--- config.mk ---
export PLATFORM = sky130hd
export DESIGN_NAME = bac_barrier_arm_controller
export DESIGN_NICKNAME = d
export VERILOG_FILES = /design/src/bac_pkg.sv /design/src/bac_barrier_arm_controller.sv
export VERILOG_INCLUDE_DIRS = /design/src
export SDC_FILE = /design/constraint.sdc
export NUM_CORES = 1
export LEC_CHECK = 0
export BUFFER_PORTS_ARGS = -buffer_cell sky130_fd_sc_hd__buf_2
export CORE_MARGIN = 1
export CORE_UTILIZATION = 37
export CTS_CLUSTER_SIZE = 28
export DETAILED_ROUTE_END_ITERATION = 10
export GPL_TIMING_DRIVEN = 0
export HOLD_SLACK_MARGIN = 0.15
export PLACE_DENSITY = 0.51
export SLEW_MARGIN = 5
export SYNTH_ARGS = -nofsm -noshare
export SYNTH_HDL_FRONTEND = slang
export SYNTH_SLANG_ARGS = --single-unit
--- constraint.sdc ---
create_clock -name clk_sys -period 13.9 [get_ports clk_sys]
set_input_delay 2.78 -clock clk_sys [delete_from_list [all_inputs] [get_ports clk_sys]]
set_output_delay 2.78 -clock clk_sys [all_outputs]
set_load 0.02 [all_outputs]
--- src/bac_barrier_arm_map.svh ---
// Constants for the barrier arm controller: input slots, switch bits, timing.
// Assumes a 40 MHz system clock; included by the package and the top module.
`ifndef BAC_BARRIER_ARM_MAP_SVH
`define BAC_BARRIER_ARM_MAP_SVH
// ==========================================
// Clock and timing
`define BAC_CLK_HZ 40000000
`define BAC_DEBOUNCE_MS 10
`define BAC_DEBOUNCE_CYC ((`BAC_CLK_HZ / 1000) * `BAC_DEBOUNCE_MS)
`define BAC_SEC_S 1
`define BAC_SEC_CYC (`BAC_CLK_HZ * `BAC_SEC_S)
`define BAC_AC_MAX_S 7'h7c
// ==========================================
// Contact input slots in the debounce bank
`define BAC_IN_OPEN 0
`define BAC_IN_CLOSE 1
`define BAC_IN_STOP 2
`define BAC_IN_SINGLE 3
`define BAC_IN_REV 4
`define BAC_IN_RHOLD 5
`define BAC_IN_OBST 6
`define BAC_IN_LOOP 7
`define BAC_IN_UPLIM 8
`define BAC_IN_DNLIM 9
`define BAC_IN_LOPEN 10
`define BAC_IN_LCLOSE 11
`define BAC_IN_NUM 12
// ==========================================
// Option switch bit positions
`define BAC_SW_AUTOCLOSE 0
`define BAC_SW_LATCH 1
`define BAC_SW_SEQ 2
`define BAC_SW_NOCOUNT 3
`define BAC_SW_NOPAUSE 4
`define BAC_SW_NOBRAKE 5
`define BAC_SW_SLAVE 7
// ==========================================
// Reset values and counter limit
`define BAC_COUNT_RST 8'h00
`define BAC_COUNT_MAX 8'hff
`define BAC_PHASE_RST 2'h0
`endif

--- src/bac_pkg.sv ---
// Types shared by the barrier arm controller.
// Assumes the map header is on the include path.
`include "bac_barrier_arm_map.svh"
package bac_pkg;
   // ==========================================
   // Arm motion states
   typedef enum logic [1:0] {
      BAC_IDLE,
      BAC_RAISE,
      BAC_LOWER,
      BAC_PAUSE
   } bac_state_t;
endpackage

--- src/bac_barrier_arm_controller.sv ---
// Barrier arm operator control: inputs, option switches, motor and run outputs.
// Assumes contact inputs are raw levels, active high, and an analog current
// reading digitised elsewhere onto motor_current.
`timescale 1ns/1ps
`include "bac_barrier_arm_map.svh"
module bac_barrier_arm_controller
   import bac_pkg::*;
#(
   parameter int DEBOUNCE_CYCLES = `BAC_DEBOUNCE_CYC,
   parameter int SEC_CYCLES = `BAC_SEC_CYC
) (
   input wire logic clk_sys,
   input wire logic sys_rst,
   input wire logic open_in,
   input wire logic close_in,
   input wire logic stop_in,
   input wire logic single_in,
   input wire logic reverse_in,
   input wire logic raise_hold_in,
   input wire logic close_obst_in,
   input wire logic reset_loop_in,
   input wire logic up_limit_switch,
   input wire logic down_limit_switch,
   input wire logic link_open_in,
   input wire logic link_close_in,
   input wire logic [7:0] option_sw,
   input wire logic battery_variant,
   input wire logic [6:0] autoclose_delay_s,
   input wire logic [9:0] motor_current,
   input wire logic [9:0] current_threshold,
   output logic motor_up,
   output logic motor_down,
   output logic run_out,
   output logic brake_on,
   output logic link_open_out,
   output logic link_close_out,
   output logic close_lockout,
   output logic [7:0] vehicle_count
);

   // ==========================================
   // Helpers
   function automatic logic is_moving(input bac_state_t s);
      is_moving = (s == BAC_RAISE) || (s == BAC_LOWER);
   endfunction

   // ==========================================
   // Input conditioning
   logic [`BAC_IN_NUM-1:0] raw;
   logic [`BAC_IN_NUM-1:0] sync1;
   logic [`BAC_IN_NUM-1:0] sync2;
   logic [`BAC_IN_NUM-1:0] clean;
   logic [`BAC_IN_NUM-1:0] clean_d;
   logic [`BAC_IN_NUM-1:0] rise;
   logic [`BAC_IN_NUM-1:0] fall;

   // Raw contact bank
   assign raw = {link_close_in, link_open_in, down_limit_switch, up_limit_switch, reset_loop_in,
                 close_obst_in, raise_hold_in, reverse_in, single_in, stop_in, close_in, open_in};

   // Two-flop sync then stability filter per input
   for (genvar g = 0; g < `BAC_IN_NUM; g++) begin : g_deb
      logic [19:0] deb_cnt;
      always_ff @(posedge clk_sys or posedge sys_rst) begin
         if (sys_rst) begin
            sync1[g] <= 1'b0;
            sync2[g] <= 1'b0;
            clean[g] <= 1'b0;
            deb_cnt <= 20'h00000;
         end else begin
            sync1[g] <= raw[g];
            sync2[g] <= sync1[g];
            if (sync2[g] == clean[g]) begin
               deb_cnt <= 20'h00000;
            end else if (deb_cnt >= 20'(DEBOUNCE_CYCLES - 1)) begin
               clean[g] <= sync2[g];
               deb_cnt <= 20'h00000;
            end else begin
               deb_cnt <= deb_cnt + 20'h00001;
            end
         end
      end
   end

   // Edge history of clean levels
   always_ff @(posedge clk_sys or posedge sys_rst) begin
      if (sys_rst) begin
         clean_d <= '0;
      end else begin
         clean_d <= clean;
      end
   end

   assign rise = clean & ~clean_d;
   assign fall = ~clean & clean_d;

   // ==========================================
   // State and storage
   bac_state_t state;
   bac_state_t next_state;
   logic latch;
   logic next_latch;
   logic lockout;
   logic next_lockout;
   logic [7:0] count;
   logic [7:0] next_count;
   logic [1:0] phase;
   logic [25:0] sec_cnt;
   logic [6:0] secs;
   logic over_cur;

   // ==========================================
   // Command decode
   wire slave = option_sw[`BAC_SW_SLAVE];
   wire sw_ac = option_sw[`BAC_SW_AUTOCLOSE];
   wire sw_latch = option_sw[`BAC_SW_LATCH];
   wire sw_seq = option_sw[`BAC_SW_SEQ];
   wire up_lim = clean[`BAC_IN_UPLIM];
   wire dn_lim = clean[`BAC_IN_DNLIM];
   wire stop_lvl = clean[`BAC_IN_STOP];
   wire loop_lvl = clean[`BAC_IN_LOOP];
   wire hold_raw = clean[`BAC_IN_RHOLD];
   wire count_en = !option_sw[`BAC_SW_NOCOUNT] && !sw_latch;
   wire sb_hit = rise[`BAC_IN_SINGLE];
   wire sb_open = sb_hit && (sw_seq ? (phase == 2'h0) : !up_lim);
   wire sb_close = sb_hit && (sw_seq ? (phase == 2'h2) : up_lim);
   wire sb_stop = sb_hit && sw_seq && phase[0];
   wire ext_open = slave ? rise[`BAC_IN_LOPEN] : rise[`BAC_IN_OPEN];
   wire ext_close = slave ? rise[`BAC_IN_LCLOSE] : rise[`BAC_IN_CLOSE];
   wire hold_lvl = !sw_latch && hold_raw;
   wire latch_set = sw_latch && rise[`BAC_IN_RHOLD] && !latch;
   wire latch_drop = sw_latch && rise[`BAC_IN_RHOLD] && latch;
   wire reset_evt = rise[`BAC_IN_STOP] || fall[`BAC_IN_LOOP];
   wire open_any = ext_open || sb_open || latch_set || (!sw_latch && rise[`BAC_IN_RHOLD]);
   wire count_clear = !count_en || (count <= 8'h01);
   wire lower_evt = (fall[`BAC_IN_LOOP] && count_clear) || (!sw_latch && fall[`BAC_IN_RHOLD]) ||
                    latch_drop;
   wire [6:0] ac_delay = (autoclose_delay_s > `BAC_AC_MAX_S) ? `BAC_AC_MAX_S : autoclose_delay_s;
   wire ac_ok = sw_ac && (state == BAC_IDLE) && up_lim && !clean[`BAC_IN_OPEN] &&
                !clean[`BAC_IN_REV] && !clean[`BAC_IN_OBST] && !hold_raw && !latch &&
                !(count_en && (count != 8'h00)) && !lockout;
   wire ac_fire = ac_ok && (secs >= ac_delay);
   wire close_req = (ext_close || sb_close || ac_fire || lower_evt) && !lockout && !hold_lvl &&
                    !(latch && !latch_drop && !reset_evt);
   wire open_req = open_any || hold_lvl || latch;
   wire lowering = (state == BAC_LOWER);
   wire obst_trip = lowering && (clean[`BAC_IN_REV] || clean[`BAC_IN_OBST] || over_cur);
   wire pause_req = loop_lvl && !option_sw[`BAC_SW_NOPAUSE];
   wire brake_allow = !(battery_variant && option_sw[`BAC_SW_NOBRAKE]);

   // ==========================================
   // Motion state decision
   always_comb begin
      next_state = state;
      if (stop_lvl || sb_stop) begin
         next_state = BAC_IDLE;
      end else if (obst_trip) begin
         next_state = BAC_RAISE;
      end else begin
         case (state)
            BAC_IDLE: begin
               if (open_req && !up_lim) begin
                  next_state = BAC_RAISE;
               end else if (close_req && !dn_lim) begin
                  next_state = BAC_LOWER;
               end
            end
            BAC_RAISE: begin
               if (up_lim) begin
                  next_state = BAC_IDLE;
               end
            end
            BAC_LOWER: begin
               if (dn_lim) begin
                  next_state = BAC_IDLE;
               end else if (open_req) begin
                  next_state = BAC_RAISE;
               end else if (pause_req) begin
                  next_state = BAC_PAUSE;
               end
            end
            BAC_PAUSE: begin
               if (open_req) begin
                  next_state = BAC_RAISE;
               end else if (!loop_lvl || option_sw[`BAC_SW_NOPAUSE]) begin
                  next_state = BAC_LOWER;
               end
            end
            default: begin
               next_state = BAC_IDLE;
            end
         endcase
      end
   end

   // Latch, lockout and counter next values
   always_comb begin
      next_latch = latch;
      if (!sw_latch || latch_drop || reset_evt) begin
         next_latch = 1'b0;
      end else if (latch_set) begin
         next_latch = 1'b1;
      end
      next_lockout = lockout;
      if (lowering && over_cur && !stop_lvl) begin
         next_lockout = 1'b1;
      end else if (rise[`BAC_IN_STOP]) begin
         next_lockout = 1'b0;
      end
      next_count = count;
      if (!count_en) begin
         next_count = `BAC_COUNT_RST;
      end else if (open_any && !(reset_evt && count != 8'h00)) begin
         next_count = (count == `BAC_COUNT_MAX) ? count : count + 8'h01;
      end else if (reset_evt && !open_any && count != 8'h00) begin
         next_count = count - 8'h01;
      end
   end

   // ==========================================
   // Registers
   always_ff @(posedge clk_sys or posedge sys_rst) begin
      if (sys_rst) begin
         state <= BAC_IDLE;
         latch <= 1'b0;
         lockout <= 1'b0;
         count <= `BAC_COUNT_RST;
      end else begin
         state <= next_state;
         latch <= next_latch;
         lockout <= next_lockout;
         count <= next_count;
      end
   end

   // Single button sequence phase
   always_ff @(posedge clk_sys or posedge sys_rst) begin
      if (sys_rst) begin
         phase <= `BAC_PHASE_RST;
      end else if (sb_hit && sw_seq) begin
         phase <= phase + 2'h1;
      end
   end

   // Current comparator, registered
   always_ff @(posedge clk_sys or posedge sys_rst) begin
      if (sys_rst) begin
         over_cur <= 1'b0;
      end else begin
         over_cur <= lowering && (motor_current > current_threshold);
      end
   end

   // Auto-close seconds timer, restarts whenever conditions break
   always_ff @(posedge clk_sys or posedge sys_rst) begin
      if (sys_rst) begin
         sec_cnt <= 26'h0000000;
         secs <= 7'h00;
      end else if (!ac_ok) begin
         sec_cnt <= 26'h0000000;
         secs <= 7'h00;
      end else if (sec_cnt >= 26'(SEC_CYCLES - 1)) begin
         sec_cnt <= 26'h0000000;
         secs <= (secs == 7'h7f) ? secs : secs + 7'h01;
      end else begin
         sec_cnt <= sec_cnt + 26'h0000001;
      end
   end

   // Output flops follow the next state so they line up with state
   always_ff @(posedge clk_sys or posedge sys_rst) begin
      if (sys_rst) begin
         motor_up <= 1'b0;
         motor_down <= 1'b0;
         run_out <= 1'b0;
         brake_on <= 1'b0;
         link_open_out <= 1'b0;
         link_close_out <= 1'b0;
         close_lockout <= 1'b0;
         vehicle_count <= `BAC_COUNT_RST;
      end else begin
         motor_up <= (next_state == BAC_RAISE);
         motor_down <= (next_state == BAC_LOWER);
         run_out <= is_moving(next_state);
         brake_on <= !is_moving(next_state) && brake_allow;
         link_open_out <= !slave && (next_state == BAC_RAISE);
         link_close_out <= !slave && (next_state == BAC_LOWER);
         close_lockout <= next_lockout;
         vehicle_count <= next_count;
      end
   end
endmodule // bac_barrier_arm_controller

# Yosys cells after proc, flatten, opt, wreduce, memory -nomap -nowiden
# Cells that the tools add are included.
# word_totals
register_bits	342
inputBits	50
out_inout_bits	15
elab_cells	295
# classes
addsub	17
order_cmp	17
eq_ne	24
mux	53
n_bitwise	16
reduce_logical	105
# op_table
cell	n
2-to-1 mux 20 bit	24
adder 20 x 1 -> 20 bit (second input constant)	12
>= comparator 20 x 19 -> 1 bit (second input constant)	12
2-to-1 mux 26 bit	2
logical AND 1 bit	43
2-to-1 mux 8 bit	4
2-to-1 mux 7 bit	4
AND reduction 2 bit	14
adder 26 x 1 -> 26 bit (second input constant)	1
>= comparator 26 bit (second input constant)	1
zero test 1 bit	24
2-to-1 mux 2 bit	10
logical OR 1 bit	19
AND 12 bit	1
equality test 1 bit	12
NOT 1 bit	12
NOT 12 bit	1
greater-than comparator 10 bit	1
adder 8 x 1 -> 8 bit (second input constant)	1
AND 8 bit	1
equality test 2 bit (second input constant)	4
equality test 8 bit (second input constant)	1
<= comparator 8 x 1 -> 1 bit (second input constant)	1
2-to-1 mux 1 bit	8
16 further kinds	19

# Longest topological paths before layout
# Gate-level depths: netlist (run 1).
# logic_depth
depth_word	26
depth_mapped	13
ltp_nobuf	13

# Worst setup path after synthesis (run 1)
# Ideal clock, no wire load.
# synth_path
kind	input to register
startpoint	input port autoclose_delay_s[5]
endpoint	register brake_on
setup_ns	0.120
t_arrival_ns	4.569
slack_ns	9.211
path_stages	13
cell_sequence	inv_1 -> nor3_1 -> nand3_1 -> and2_1 -> ha_1 -> nand2b_1 -> a31oi_1 -> o21ai_0 -> o31ai_1 -> a21oi_1 -> ha_1 -> inv_1 -> a21oi_1
# synth_between
elab_chain_cells	19
elab_cells_between_ends	20
cone_classes	2 x order compare; 2 x eq/ne; 6 x mux; 10 x reduce/logical
# synth_lines
element	line_no	rtl
start: declaration	bac_barrier_arm_controller.sv:28	input wire logic [6:0] autoclose_delay_s,
greater-than comparator 7 bit (no source line)	n/a	
2-to-1 mux 7 bit *	bac_barrier_arm_controller.sv:138	wire [6:0] ac_delay = (autoclose_delay_s > `BAC_AC_MAX_S) ? `BAC_AC_MAX_S : autoclose_delay_s;
>= comparator 7 bit *	bac_barrier_arm_controller.sv:142	wire ac_fire = ac_ok && (secs >= ac_delay);
logical AND 1 bit *	bac_barrier_arm_controller.sv:142	
logical OR 1 bit * (2 in series)	bac_barrier_arm_controller.sv:143	wire close_req = (ext_close || sb_close || ac_fire || lower_evt) && !lockout && !hold_lvl &&
logical AND 1 bit * (3 in series)	bac_barrier_arm_controller.sv:143	
logical AND 1 bit *	bac_barrier_arm_controller.sv:164	end else if (close_req && !dn_lim) begin
2-to-1 mux 2 bit *	bac_barrier_arm_controller.sv:164	
2-to-1 mux 2 bit *	bac_barrier_arm_controller.sv:162	if (open_req && !up_lim) begin
case mux 2 bit (4 select lines) *	bac_barrier_arm_controller.sv:160	case (state)
2-to-1 mux 2 bit *	bac_barrier_arm_controller.sv:157	end else if (obst_trip) begin
2-to-1 mux 2 bit *	bac_barrier_arm_controller.sv:155	if (stop_lvl || sb_stop) begin
net next_state[1]	bac_barrier_arm_controller.sv:100	bac_state_t next_state;
equality test 2 x 1 -> 1 bit / equality test 2 bit (equally long branches)	bac_barrier_arm_controller.sv:44	is_moving = (s == BAC_RAISE) || (s == BAC_LOWER);
logical OR 1 bit *	bac_barrier_arm_controller.sv:44	
zero test 1 bit *	bac_barrier_arm_controller.sv:285	brake_on <= !is_moving(next_state) && brake_allow;
logical AND 1 bit *	bac_barrier_arm_controller.sv:285	
end signal: assignment	bac_barrier_arm_controller.sv:285	
end: declaration	bac_barrier_arm_controller.sv:34	output logic brake_on,
# Mark *: on every way through the listed nets, which the timed path passes. The rest lies on a longest branch.
# A chain may end at the register's enable or synchronous reset.

# Final worst setup path (run 1)
# Same ends and word-level chain as after synthesis.

==> results.json, run 1 <==
{
  "status": "complete, no violations",
  "cp_num_buf_inv": 3,
  "cts_resized": 0,
  "syn_area_per_cell_um2": 9.829,
  "core_um2": 44120,
  "root_buffer": "clkbuf_16",
  "max_cap_viol_count": 0,
  "crit_chain": "buf_2 > inv_1 > nor3_1 > nand3_1 > and2_1 > ha_1 > nand2b_1 > a31oi_1 > o21ai_0 > o31ai_1 > a21oi_1 > ha_1 > inv_1 > a21oi_1",
  "place.gp.congestion": 0.8021,
  "grt_pass1_vias": 11810,
  "ys_types": 66,
  "syn_inst": 1681,
  "post-route-period-util_pct": 35.79,
  "rsz0062_at_grt": "no",
  "wl_per_cell_um": 13.51,
  "nNetsFinal": 1888,
  "ys_ff_latch": 338,
  "ys_seq_area_share_pct": 51.19,
  "p_int_mw": 1.746,
  "final.setup.tns_ns": 0,
  "dr.pass1.iters": 5,
  "post-route-drc-count": 0,
  "worst_pin_slew_ns": 0.8192,
  "post_cts_buffers": 0,
  "cp_slowest_cell": "o31ai_1",
  "cts_sinks": 338,
  "num_vias": 12030,
  "grt-ovfl-total": 0,
  "avgViaCountPerCell": 4.967,
  "p_per_area_nw_per_um2": 122.5,
  "antenna_found_initial": 2,
  "grtUsageTotal_pct": 15.03,
  "rrSetupSlack_ns": 11.09,
  "p_sw_share_pct": 25.02,
  "cts-htree-levels": 2,
  "cp.arrival_ns": 5.41,
  "reg2reg_from": "vehicle_count[2]$_DFFE_PP0P_",
  "skew_ns": 0.01816,
  "r2r_cells": 9,
  "worstPathMaxFanout": 2,
  "io_buffers": 63,
  "yosys_warnings": 0,
  "p_leak_nw": 8.150,
  "dp_hpwl_um": 22740,
  "cts_made_buffers": 40,
  "ioPinCount": 65,
  "synth_area_um2": 16520,
  "dieArea_um2": 45500,
  "r2r-end": "brake_on$_DFF_PP0_",
  "holdPathEnd": "sync2[7]$_DFF_PP0_",
  "critPathRequiredTime_ns": 14.34,
  "cp-start-kind": "input pin",
  "layout_setup_ws_ns": 8.925,
  "hold_buffers": 0,
  "hold_viol": 0,
  "grt_max_degree": 93,
  "p_sw_mw": 0.5826,
  "setup_viol": 0,
  "min-delay-start": "sync1[7]$_DFF_PP0_",
  "ir_worst_vdd_mv": 0.06846,
  "p_seq_share_pct": 46.4,
  "cts_tree": "done",
  "post-place-ws_ns": 8.396,
  "cts_buffer_depth": 3,
  "drive_gt1_share_pct": 9.464,
  "drt-total-wl_um": 32710,
  "slew_viol_final": 0,
  "cp-end-kind": "flop",
  "hold_path.class": "flop to flop",
  "clkPwrFrac_pct": 44.4,
  "period_needed_ns": 4.975,
  "die_w_um": 213.3,
  "cts.clk_slew.worst_paths_ns": 0.06,
  "area_growth_pct": 15.06,
  "synth-async-reset-ratio_pct": 100.0,
  "max_freq_mhz": 201.0,
  "comb_power_share_pct": 9.2,
  "crit_family": "compound AO/OA/AOI/OAI gates",
  "start_util_pct": 37.44,
  "insertion_delay_ns": 0.54,
  "holdPathStages": 0,
  "crit_type": "input pin to flop",
  "grt_pass1_wl_um": 56470,
  "maxSlewHeadroom_pct": 45.39,
  "die_y_um": 213.3,
  "synth_edf_count": 0,
  "critPathMaxStageDelay_ns": 0.49,
  "drtAntennaViolNets": 0,
  "num_rows": 77,
  "drtIter0Drc": 728,
  "synth-main-ff-cell": "dfrtp_1"
}
==> registers in the layout (all words and copies together), names as in the netlist, 2 cells and up <==
register       count
g_deb.deb_cnt    240
sec_cnt           26
sync1             12
sync2             12
clean_d            8
vehicle_count      8
clean              7
secs               7
phase              2
state              2
==> cells in the mapped netlist (8+ instances only) <==
master    count  area share, %
inv_1        59            1.3
nor2_1      313            7.1
or4_1        13           0.59
nand2b_1     15           0.57
nand4_1      49            1.9
xor2_1      113            6.0
o21ai_0      25           0.76
and4_1       22            1.2
nor3_1       67            2.0
clkbuf_1     24           0.55
and2_1       20           0.76
nand2_1      94            2.1
a41oi_1      11           0.58
a21o_1       10           0.45
or2_2         9           0.34
nand3_1     112            3.4
a211oi_1      8           0.36
a31oi_1      10           0.38
or3_1        18           0.68
xnor2_1     114            6.0
and3_1       40            1.5
o211ai_1     13           0.59
dfrtp_1     338             51
ha_1         38            2.9
a21oi_1      28           0.85
nor4_1       23           0.87
==> metrics by stage <==
| stage | power, mW | hold WS [ns] | util (%) | cells | cell area [um^2] |
|---|---|---|---|---|---|
| 2_1_floorplan | 1.245 | 0.3312 | - | 1692 | 16560 |
| 3_3_place_gp | 1.310 | 0.3342 | 39.93 | 2347 | 17620 |
| 3_5_place_dp | 1.316 | 0.3347 | 40.14 | 2350 | 17710 |
| 4_1_cts | 2.376 | 0.3280 | 43.08 | 2420 | 19010 |
| 5_1_grt | 2.451 | 0.3447 | 43.08 | 2421 | 19010 |
| 6_report | 2.329 | 0.3339 | 43.08 | 2421 | 19010 |
==> per-layer routing <==
metal | share of wire, % | vias to the layer above | global-route usage [%]
met1 | 49 | 5810 | 20.51
li1 | - | 6039 | -
met5 | 0.043 | - | 0
met3 | 3.2 | 58 | 2.677
met4 | 3.1 | 2 | 5.936
met2 | 45 | 117 | 23.66
==> final cells by class <==
type                       instances  area, um^2
buffer                            37       180.2
multi-input combinational       1258        7704
antenna                            1       2.502
timing repair buffer              66       397.9
inverter                          59       229.0
tap                              592       740.7
clock buffer                      59        1164
sequential                       338        8458
clock inverter                    11       135.1
fill                            4374       25110
==> cells in the final DEF (no fill, tap or decap), drive strengths merged, types with 10 or more instances in the layout <==
master,synthesis,layout
a41oi,11,11
or4,13,13
dfrtp,338,338
nand3,112,112
nor3,69,69
nor2,313,313
a21o,10,10
or3,18,18
conb,1,12
and2,20,20
o211ai,13,13
xnor2,114,114
and4,22,22
buf,11,77
nor4,24,24
ha,38,38
inv,59,59
a31oi,10,10
and3,40,40
xor2,113,113
nand2,94,94
clkbuf,26,85
o21ai,25,25
nand2b,16,16
a21oi,31,31
nand4,49,49
==> worst max-delay path by stage <==
stage               cells after the start  slack [ns]                 start                              to
global route                           14        8.74  autoclose_delay_s[5]              brake_on$_DFF_PP0_
global placement                        2       -2.37               sys_rst  g_deb[6].deb_cnt[15]$_DFF_PP0_
detailed placement                     14        8.40  autoclose_delay_s[5]              brake_on$_DFF_PP0_
CTS                                    14        8.96  autoclose_delay_s[5]              brake_on$_DFF_PP0_
floorplan                               1        1.75               sys_rst              brake_on$_DFF_PP0_
finish                                 14        8.92  autoclose_delay_s[5]              brake_on$_DFF_PP0_
==> worst reg2reg max path: stages, from the launching register on <==
cell	delay (ns)
dfrtp_1	0.43
buf_2	0.20
or4_1	0.57
or4_1	0.50
a21oi_1	0.20
nor4_1	0.10
a21oi_1	0.19
ha_1	0.26
inv_1	0.13
a21oi_1	0.09
==> power groups by stage <==
| stage | Combinational (mW) | Clock [mW] | Sequential [mW] |
|---|---|---|---|
| after floorplan | 0.155 | 0 | 1.09 |
| after global placement | 0.213 | 0 | 1.10 |
| after detailed placement | 0.219 | 0 | 1.10 |
| after CTS | 0.221 | 1.07 | 1.08 |
| after global routing | 0.249 | 1.11 | 1.09 |
| final | 0.215 | 1.03 | 1.08 |
==> cells by family (layout without fill, tap and decap cells) <==
kind of cell             Yosys count  count (layout)  synth area share, %
flip-flops                       338             338                51.19
buffers and inverters             96             232                2.431
adder cells (fa/ha/maj)           38              38                2.878
XOR/XNOR                         227             227                12.03
other                              1              13              0.02270
AO/OA/AOI/OAI                    148             148                6.248
multiplexers                       9               9               0.5907
AND/OR/NAND/NOR                  824             824                24.60
No activity file was read; power rests on OpenSTA's default activity.
==> run 2: changes to the inputs <==
--- a/config.mk
+++ b/config.mk
@@ -6,6 +6,7 @@
 export SDC_FILE = /design/constraint.sdc
 export NUM_CORES = 1
 export LEC_CHECK = 0
+export ABC_AREA = 1
 export BUFFER_PORTS_ARGS = -buffer_cell sky130_fd_sc_hd__buf_2
 export CORE_MARGIN = 1
 export CORE_UTILIZATION = 37
@@ -13,7 +14,7 @@
 export DETAILED_ROUTE_END_ITERATION = 10
 export GPL_TIMING_DRIVEN = 0
 export HOLD_SLACK_MARGIN = 0.15
-export PLACE_DENSITY = 0.51
+export PLACE_DENSITY = 0.53
 export SLEW_MARGIN = 5
 export SYNTH_ARGS = -nofsm -noshare
 export SYNTH_HDL_FRONTEND = slang
==> constraint.sdc (replaced) <==
create_clock -name clk_sys -period 4 [get_ports clk_sys]
set_input_delay 0.8 -clock clk_sys [delete_from_list [all_inputs] [get_ports clk_sys]]
set_output_delay 0.8 -clock clk_sys [all_outputs]
set_load 0.02 [all_outputs]
==> run 2 against run 1 <==
Critical path type is now flop to flop. Critical path depth rose by 3. First-iteration DRC count fell by 8.7%. Synthesized cell count rose by 20%. Clock skew fell by 0.0072 ns.
==> results.json, run 2 <==
{
  "status": "complete, no violations",
  "ioPinCount": 65,
  "area_growth_pct": 15.78,
  "grtUsageTotal_pct": 15.21,
  "root_buffer": "clkbuf_16",
  "final_common_cell": "nor2_1",
  "cp.arrival_ns": 3.10,
  "dieArea_um2": 47000,
  "die_y_um": 216.8,
  "cp-start-kind": "flop",
  "largestRegisters": "g_deb.deb_cnt: 240 flops, sec_cnt: 26 flops",
  "cts_resized": 0,
  "final_util_pct": 43.45,
  "syn_inst": 2021,
  "synth.area.top_cells": "dfrtp_1 50%, nor2_1 8.6%, xor2_1 6.5%, inv_1 5.8%, nand2_1 5.7%",
  "synth_edf_count": 0,
  "ir_worst_vdd_mv": 0.2829,
  "p_leak_nw": 8.412,
  "place.gp.congestion": 0.8381,
  "max_cap_viol_count": 0,
  "ys_types": 45,
  "ys_ff_latch": 338,
  "num_rows": 78,
  "skew_ns": 0.01094,
  "drtIter0Drc": 665,
  "grt_max_degree": 40,
  "drt-total-wl_um": 34570,
  "synthTopCellsByCount": "392 x nor2_1, 338 x dfrtp_1, 266 x inv_1",
  "p_per_area_nw_per_um2": 418.9,
  "avgViaCountPerCell": 4.793,
  "cts-htree-levels": 2,
  "grt-ovfl-total": 0,
  "die_w_um": 216.8,
  "insertion_delay_ns": 0.55,
  "synth-main-ff-cell": "dfrtp_1",
  "synth_top_area_cell": "dfrtp_1",
  "maxSlewHeadroom_pct": 60.73,
  "largest_register": "g_deb.deb_cnt",
  "rsz0062_at_grt": "no",
  "grt_pass1_wl_um": 60250,
  "num_vias": 13310,
  "synth-async-reset-ratio_pct": 100.0,
  "post_cts_buffers": 0,
  "crit_type": "flop to flop",
  "hold_path.class": "input pin to asynchronous set/reset pin",
  "post-route-drc-count": 0,
  "post-route-period-util_pct": 66.48,
  "rrSetupSlack_ns": 1.34,
  "max_freq_mhz": 376.0,
  "mostFrequentLayoutCells": "392 x nor2_1, 338 x dfrtp_1, 265 x inv_1",
  "core_um2": 45480,
  "p_total_mw": 8.278,
  "cp-end-kind": "flop",
  "hold_buffers": 0,
  "io_buffers": 63,
  "antenna_found_initial": 0,
  "drtAntennaViolNets": 0,
  "synth_area_um2": 17070,
  "worst_pin_slew_ns": 0.5829,
  "setup_viol": 0,
  "yosysTopAreaCellShare_pct": 49.55,
  "worstPathMaxFanout": 7,
  "period_needed_ns": 2.659,
  "cts_made_buffers": 41,
  "yosys_warnings": 0,
  "dp_hpwl_um": 25150,
  "ys_seq_area_share_pct": 49.55,
  "dr.pass1.iters": 5,
  "drive_gt1_share_pct": 8.085,
  "cts_sinks": 338,
  "syn_area_per_cell_um2": 8.446,
  "grt_pass1_vias": 13070,
  "cts_tree": "done",
  "slew_viol_final": 0,
  "hold_viol": 0,
  "cts.clk_slew.worst_paths_ns": 0.06,
  "wl_per_cell_um": 12.45,
  "start_util_pct": 37.53,
  "synth.most_common_cell": "nor2_1",
  "num_antenna_cells": 0,
  "fillers": 4549,
  "nNetsFinal": 2236,
  "largest_reg_flops": 240,
  "critPathRequiredTime_ns": 4.44,
  "cts_buffer_depth": 3
}
-- run 2: cell types whose count changed after synthesis, sizes merged, moves of 36 or more --
| cell | before | now |
|---|---|---|
| inv | 59 | 267 |
| xnor2 | 114 | 32 |
| nand2 | 94 | 269 |
| nor2 | 313 | 399 |
| and3 | 40 | 4 |
| o21ai | 25 | 64 |
-- run 2: report_power, final --
| group | total [mW] | switching (mW) | internal (mW) |
|---|---|---|---|
| clock network | 3.81 | 1.45 | 2.35 |
| logic | 0.835 | 0.563 | 0.273 |
| registers | 3.64 | 0.0925 | 3.54 |
| total | 8.28 | 2.11 | 6.17 |
-- run 2: final cells by class --
cell class                 instances  area (um^2)  area share (%)
timing repair buffer              73        515.5           2.609
tap                              600        750.7           3.799
multi-input combinational       1407         7548           38.20
inverter                         268         1012           5.122
clock inverter                    18        224.0           1.133
clock buffer                      54         1157           5.857
sequential                       338         8458           42.80
buffer                            19        95.09          0.4812
-- run 2: final timing paths --
| path | start | endpoint | depth (start not counted) |
|---|---|---|---|
| setup reg to reg | vehicle_count[0]$_DFFE_PP0P_ | brake_on$_DFF_PP0_ | 17 |
| min in group clk_sys | sync1[3]$_DFF_PP0_ | sync2[3]$_DFF_PP0_ | 0 |
| hold / removal | sys_rst | sync2[3]$_DFF_PP0_ | 2 |
| setup / recovery | vehicle_count[0]$_DFFE_PP0P_ | brake_on$_DFF_PP0_ | 17 |
| max in group asynchronous | sys_rst | sec_cnt[11]$_DFF_PP0_ | 6 |
| hold reg to reg | sync1[3]$_DFF_PP0_ | sync2[3]$_DFF_PP0_ | 0 |
-- run 2: critical path, cell delays in order, from the launching register on --
cell and delay [ns]:
dfrtp_1 0.44, inv_1 0.21, ha_1 0.23, inv_1 0.07, nor2_1 0.19, nand2_2 0.11, nand2_2 0.08, and2_4 0.14
buf_6 0.12, nand2_1 0.08, nand3_1 0.07, nand2_1 0.07, nand2_1 0.07, nand2_1 0.12, inv_1 0.18, ha_1 0.25
inv_1 0.08, a21oi_1 0.04
-- run 2: kinds of logic (layout without fill, tap and decap cells) --
group,Yosys count,in the layout,share of synthesized area (%)
adder cells (fa/ha/maj),38,38,2.786
AND/OR/NAND/NOR,1030,1030,27.22
buffers and inverters,287,432,6.465
AO/OA/AOI/OAI,162,162,5.402
XOR/XNOR,159,159,8.159
flip-flops,338,338,49.55
other,1,12,0.02197
multiplexers,6,6,0.3958
-- run 2: per-layer routing --
metal	global-route usage [%]	share of wire [%]
met5	0	0
met4	4.977	2.2
met3	2.544	3.8
met2	24.89	46
met1	20.45	48
-- run 2: stage by stage --
step           instances  hold slack (ns)  instance area (um^2)  worst slack [ns]  TNS (ns)
3_3_place_gp        2695           0.3365                 18180            -3.574  -1193.44
3_5_place_dp        2705           0.3347                 18380            0.8025         0
4_1_cts             2777           0.2285                 19760             1.306         0
5_1_grt             2777           0.2537                 19760             1.110         0
6_report            2777           0.2515                 19760             1.341         0
2_1_floorplan       2032           0.3312                 17110            -1.319   -445.68
==> run 3: changes to the inputs <==
==> constraint.sdc (replaced) <==
create_clock -name clk_sys -period 2.3 [get_ports clk_sys]
set_input_delay 0.46 -clock clk_sys [delete_from_list [all_inputs] [get_ports clk_sys]]
set_output_delay 0.46 -clock clk_sys [all_outputs]
set_load 0.02 [all_outputs]
==> run 3 against run 2 <==
Total power increased by 76%. Largest power group unchanged. First-iteration DRC count increased by 3.3%. Critical path type unchanged. Count of clock-buffer cells in the layout unchanged. Die area unchanged.
==> results.json, run 3 (synthesized netlist as in run 2, its figures left out) <==
{
  "drt-total-wl_um": 35010,
  "cts-htree-levels": 2,
  "setup_viol": 0,
  "cts_tree": "done",
  "nNetsFinal": 2263,
  "skew_ns": 0.01140,
  "hold_path.class": "input pin to flop",
  "ioPinCount": 65,
  "place.gp.congestion": 0.8381,
  "rsz0062_at_grt": "yes",
  "maxSlewHeadroom_pct": 61.24,
  "p_total_mw": 14.55,
  "grt_max_degree": 40,
  "avgViaCountPerCell": 4.793,
  "area_growth_pct": 18.27,
  "num_rows": 78,
  "drtIter0Drc": 687,
  "start_util_pct": 37.53,
  "wl_per_cell_um": 12.49,
  "largestRegisters": "g_deb.deb_cnt: 240 flops, sec_cnt: 26 flops",
  "cts_sinks": 338,
  "num_antenna_cells": 0,
  "worstPathMaxFanout": 7,
  "max_cap_viol_count": 0,
  "period_needed_ns": 2.173,
  "cts_buffer_depth": 3,
  "ir_worst_vdd_mv": 0.4953,
  "dp_hpwl_um": 25150,
  "fillers": 4528,
  "grtUsageTotal_pct": 15.27,
  "regArea_um2": 8462,
  "drive_gt1_share_pct": 10.39,
  "slew_viol_final": 0,
  "cp-start-kind": "flop",
  "num_vias": 13440,
  "grt_pass1_vias": 13150,
  "critPathRequiredTime_ns": 2.74,
  "post-route-drc-count": 0,
  "io_buffers": 63,
  "antenna_found_initial": 0,
  "die_w_um": 216.8,
  "worst_pin_slew_ns": 0.5753,
  "largest_reg_flops": 240,
  "dieArea_um2": 47000,
  "core_um2": 45480,
  "grt_pass1_wl_um": 60520,
  "root_buffer": "clkbuf_16",
  "final_common_cell": "nor2_1",
  "p_per_area_nw_per_um2": 721.0,
  "crit_type": "flop to flop",
  "p_leak_nw": 8.556,
  "cts.clk_slew.worst_paths_ns": 0.06,
  "cts_made_buffers": 41,
  "status": "complete, no violations",
  "max_freq_mhz": 460.2,
  "insertion_delay_ns": 0.55,
  "mostFrequentLayoutCells": "380 x nor2_1, 335 x dfrtp_1, 259 x inv_1",
  "hold_ws_ns": 0.1896,
  "post-route-period-util_pct": 94.47,
  "cp-end-kind": "flop",
  "die_y_um": 216.8,
  "cp.arrival_ns": 2.61,
  "multi_input_area_um2": 7729,
  "largest_register": "g_deb.deb_cnt",
  "hold_viol": 0,
  "drtAntennaViolNets": 0,
  "dr.pass1.iters": 5,
  "grt-ovfl-total": 0
}
[run 3: layer usage]
layer,global-route usage [%],wire (um),up-vias
met5,0,0,-
met4,4.977,767,0
met3,2.432,1283,59
met2,25.11,16160,177
met1,20.53,16810,6310
li1,-,-,6893
[run 3: final cells by class]
type / count / area share, %
sequential: 338 / 41.92
multi-input combinational: 1407 / 38.29
clock buffer: 54 / 5.733
inverter: 268 / 5.039
timing repair buffer: 101 / 3.781
tap: 600 / 3.719
clock inverter: 18 / 1.109
buffer: 18 / 0.4153
[run 3: timing repair]
action / CTS / global route
gates resized for setup: 15 / 39
buffers inserted: 2 / 11
setup endpoints to repair: 19 / 31
hold buffers: 15 / 0
pin swaps: 1 / 12
endpoints found under the hold margin: 23 / 0
[run 3: metrics by stage]
stage,setup WS [ns],instance area [um^2],cells,util (%),TNS [ns]
2_1_floorplan,-2.679,17110,2032,-,-905.36
4_1_cts,0.004737,19960,2794,43.90,0
6_report,0.1272,20190,2804,44.39,0
3_3_place_gp,-4.934,18180,2695,39.97,-1656.09
3_5_place_dp,-0.5575,18380,2705,40.41,-3.332
5_1_grt,-0.04069,20190,2804,44.39,-0.1412
[run 3: power breakdown]
group,internal (mW),switching [mW]
registers,6.16,0.159
clock network,4.09,2.53
logic,0.568,1.04
[run 3: worst paths after layout]
check                                             startpoint                              to  slack, ns  cells after the start
min in group asynchronous                            sys_rst  g_deb[1].deb_cnt[19]$_DFF_PP0_       0.46                      3
worst min register to register            sync1[3]$_DFF_PP0_              sync2[3]$_DFF_PP0_       0.35                      0
worst max register to register  vehicle_count[5]$_DFFE_PP0P_              brake_on$_DFF_PP0_       0.13                     15
worst min-delay path                            option_sw[7]        link_close_out$_DFF_PP0_       0.19                      2
max in group asynchronous                            sys_rst           sec_cnt[11]$_DFF_PP0_       0.59                      7
worst max-delay path            vehicle_count[5]$_DFFE_PP0P_              brake_on$_DFF_PP0_       0.13                     15
[run 3: worst max-delay path: stages, from the launching register on]
cell     delay [ns]
dfrtp_1        0.39
buf_6          0.14
or2_4          0.26
nor2_4         0.09
nand2_2        0.08
nand2_2        0.07
and2_4         0.21
nand2_2        0.08
nand3_1        0.07
nand2_1        0.08
nand2_1        0.09
nand2_2        0.07
inv_2          0.10
ha_1           0.24
inv_2          0.06
a21oi_1        0.03
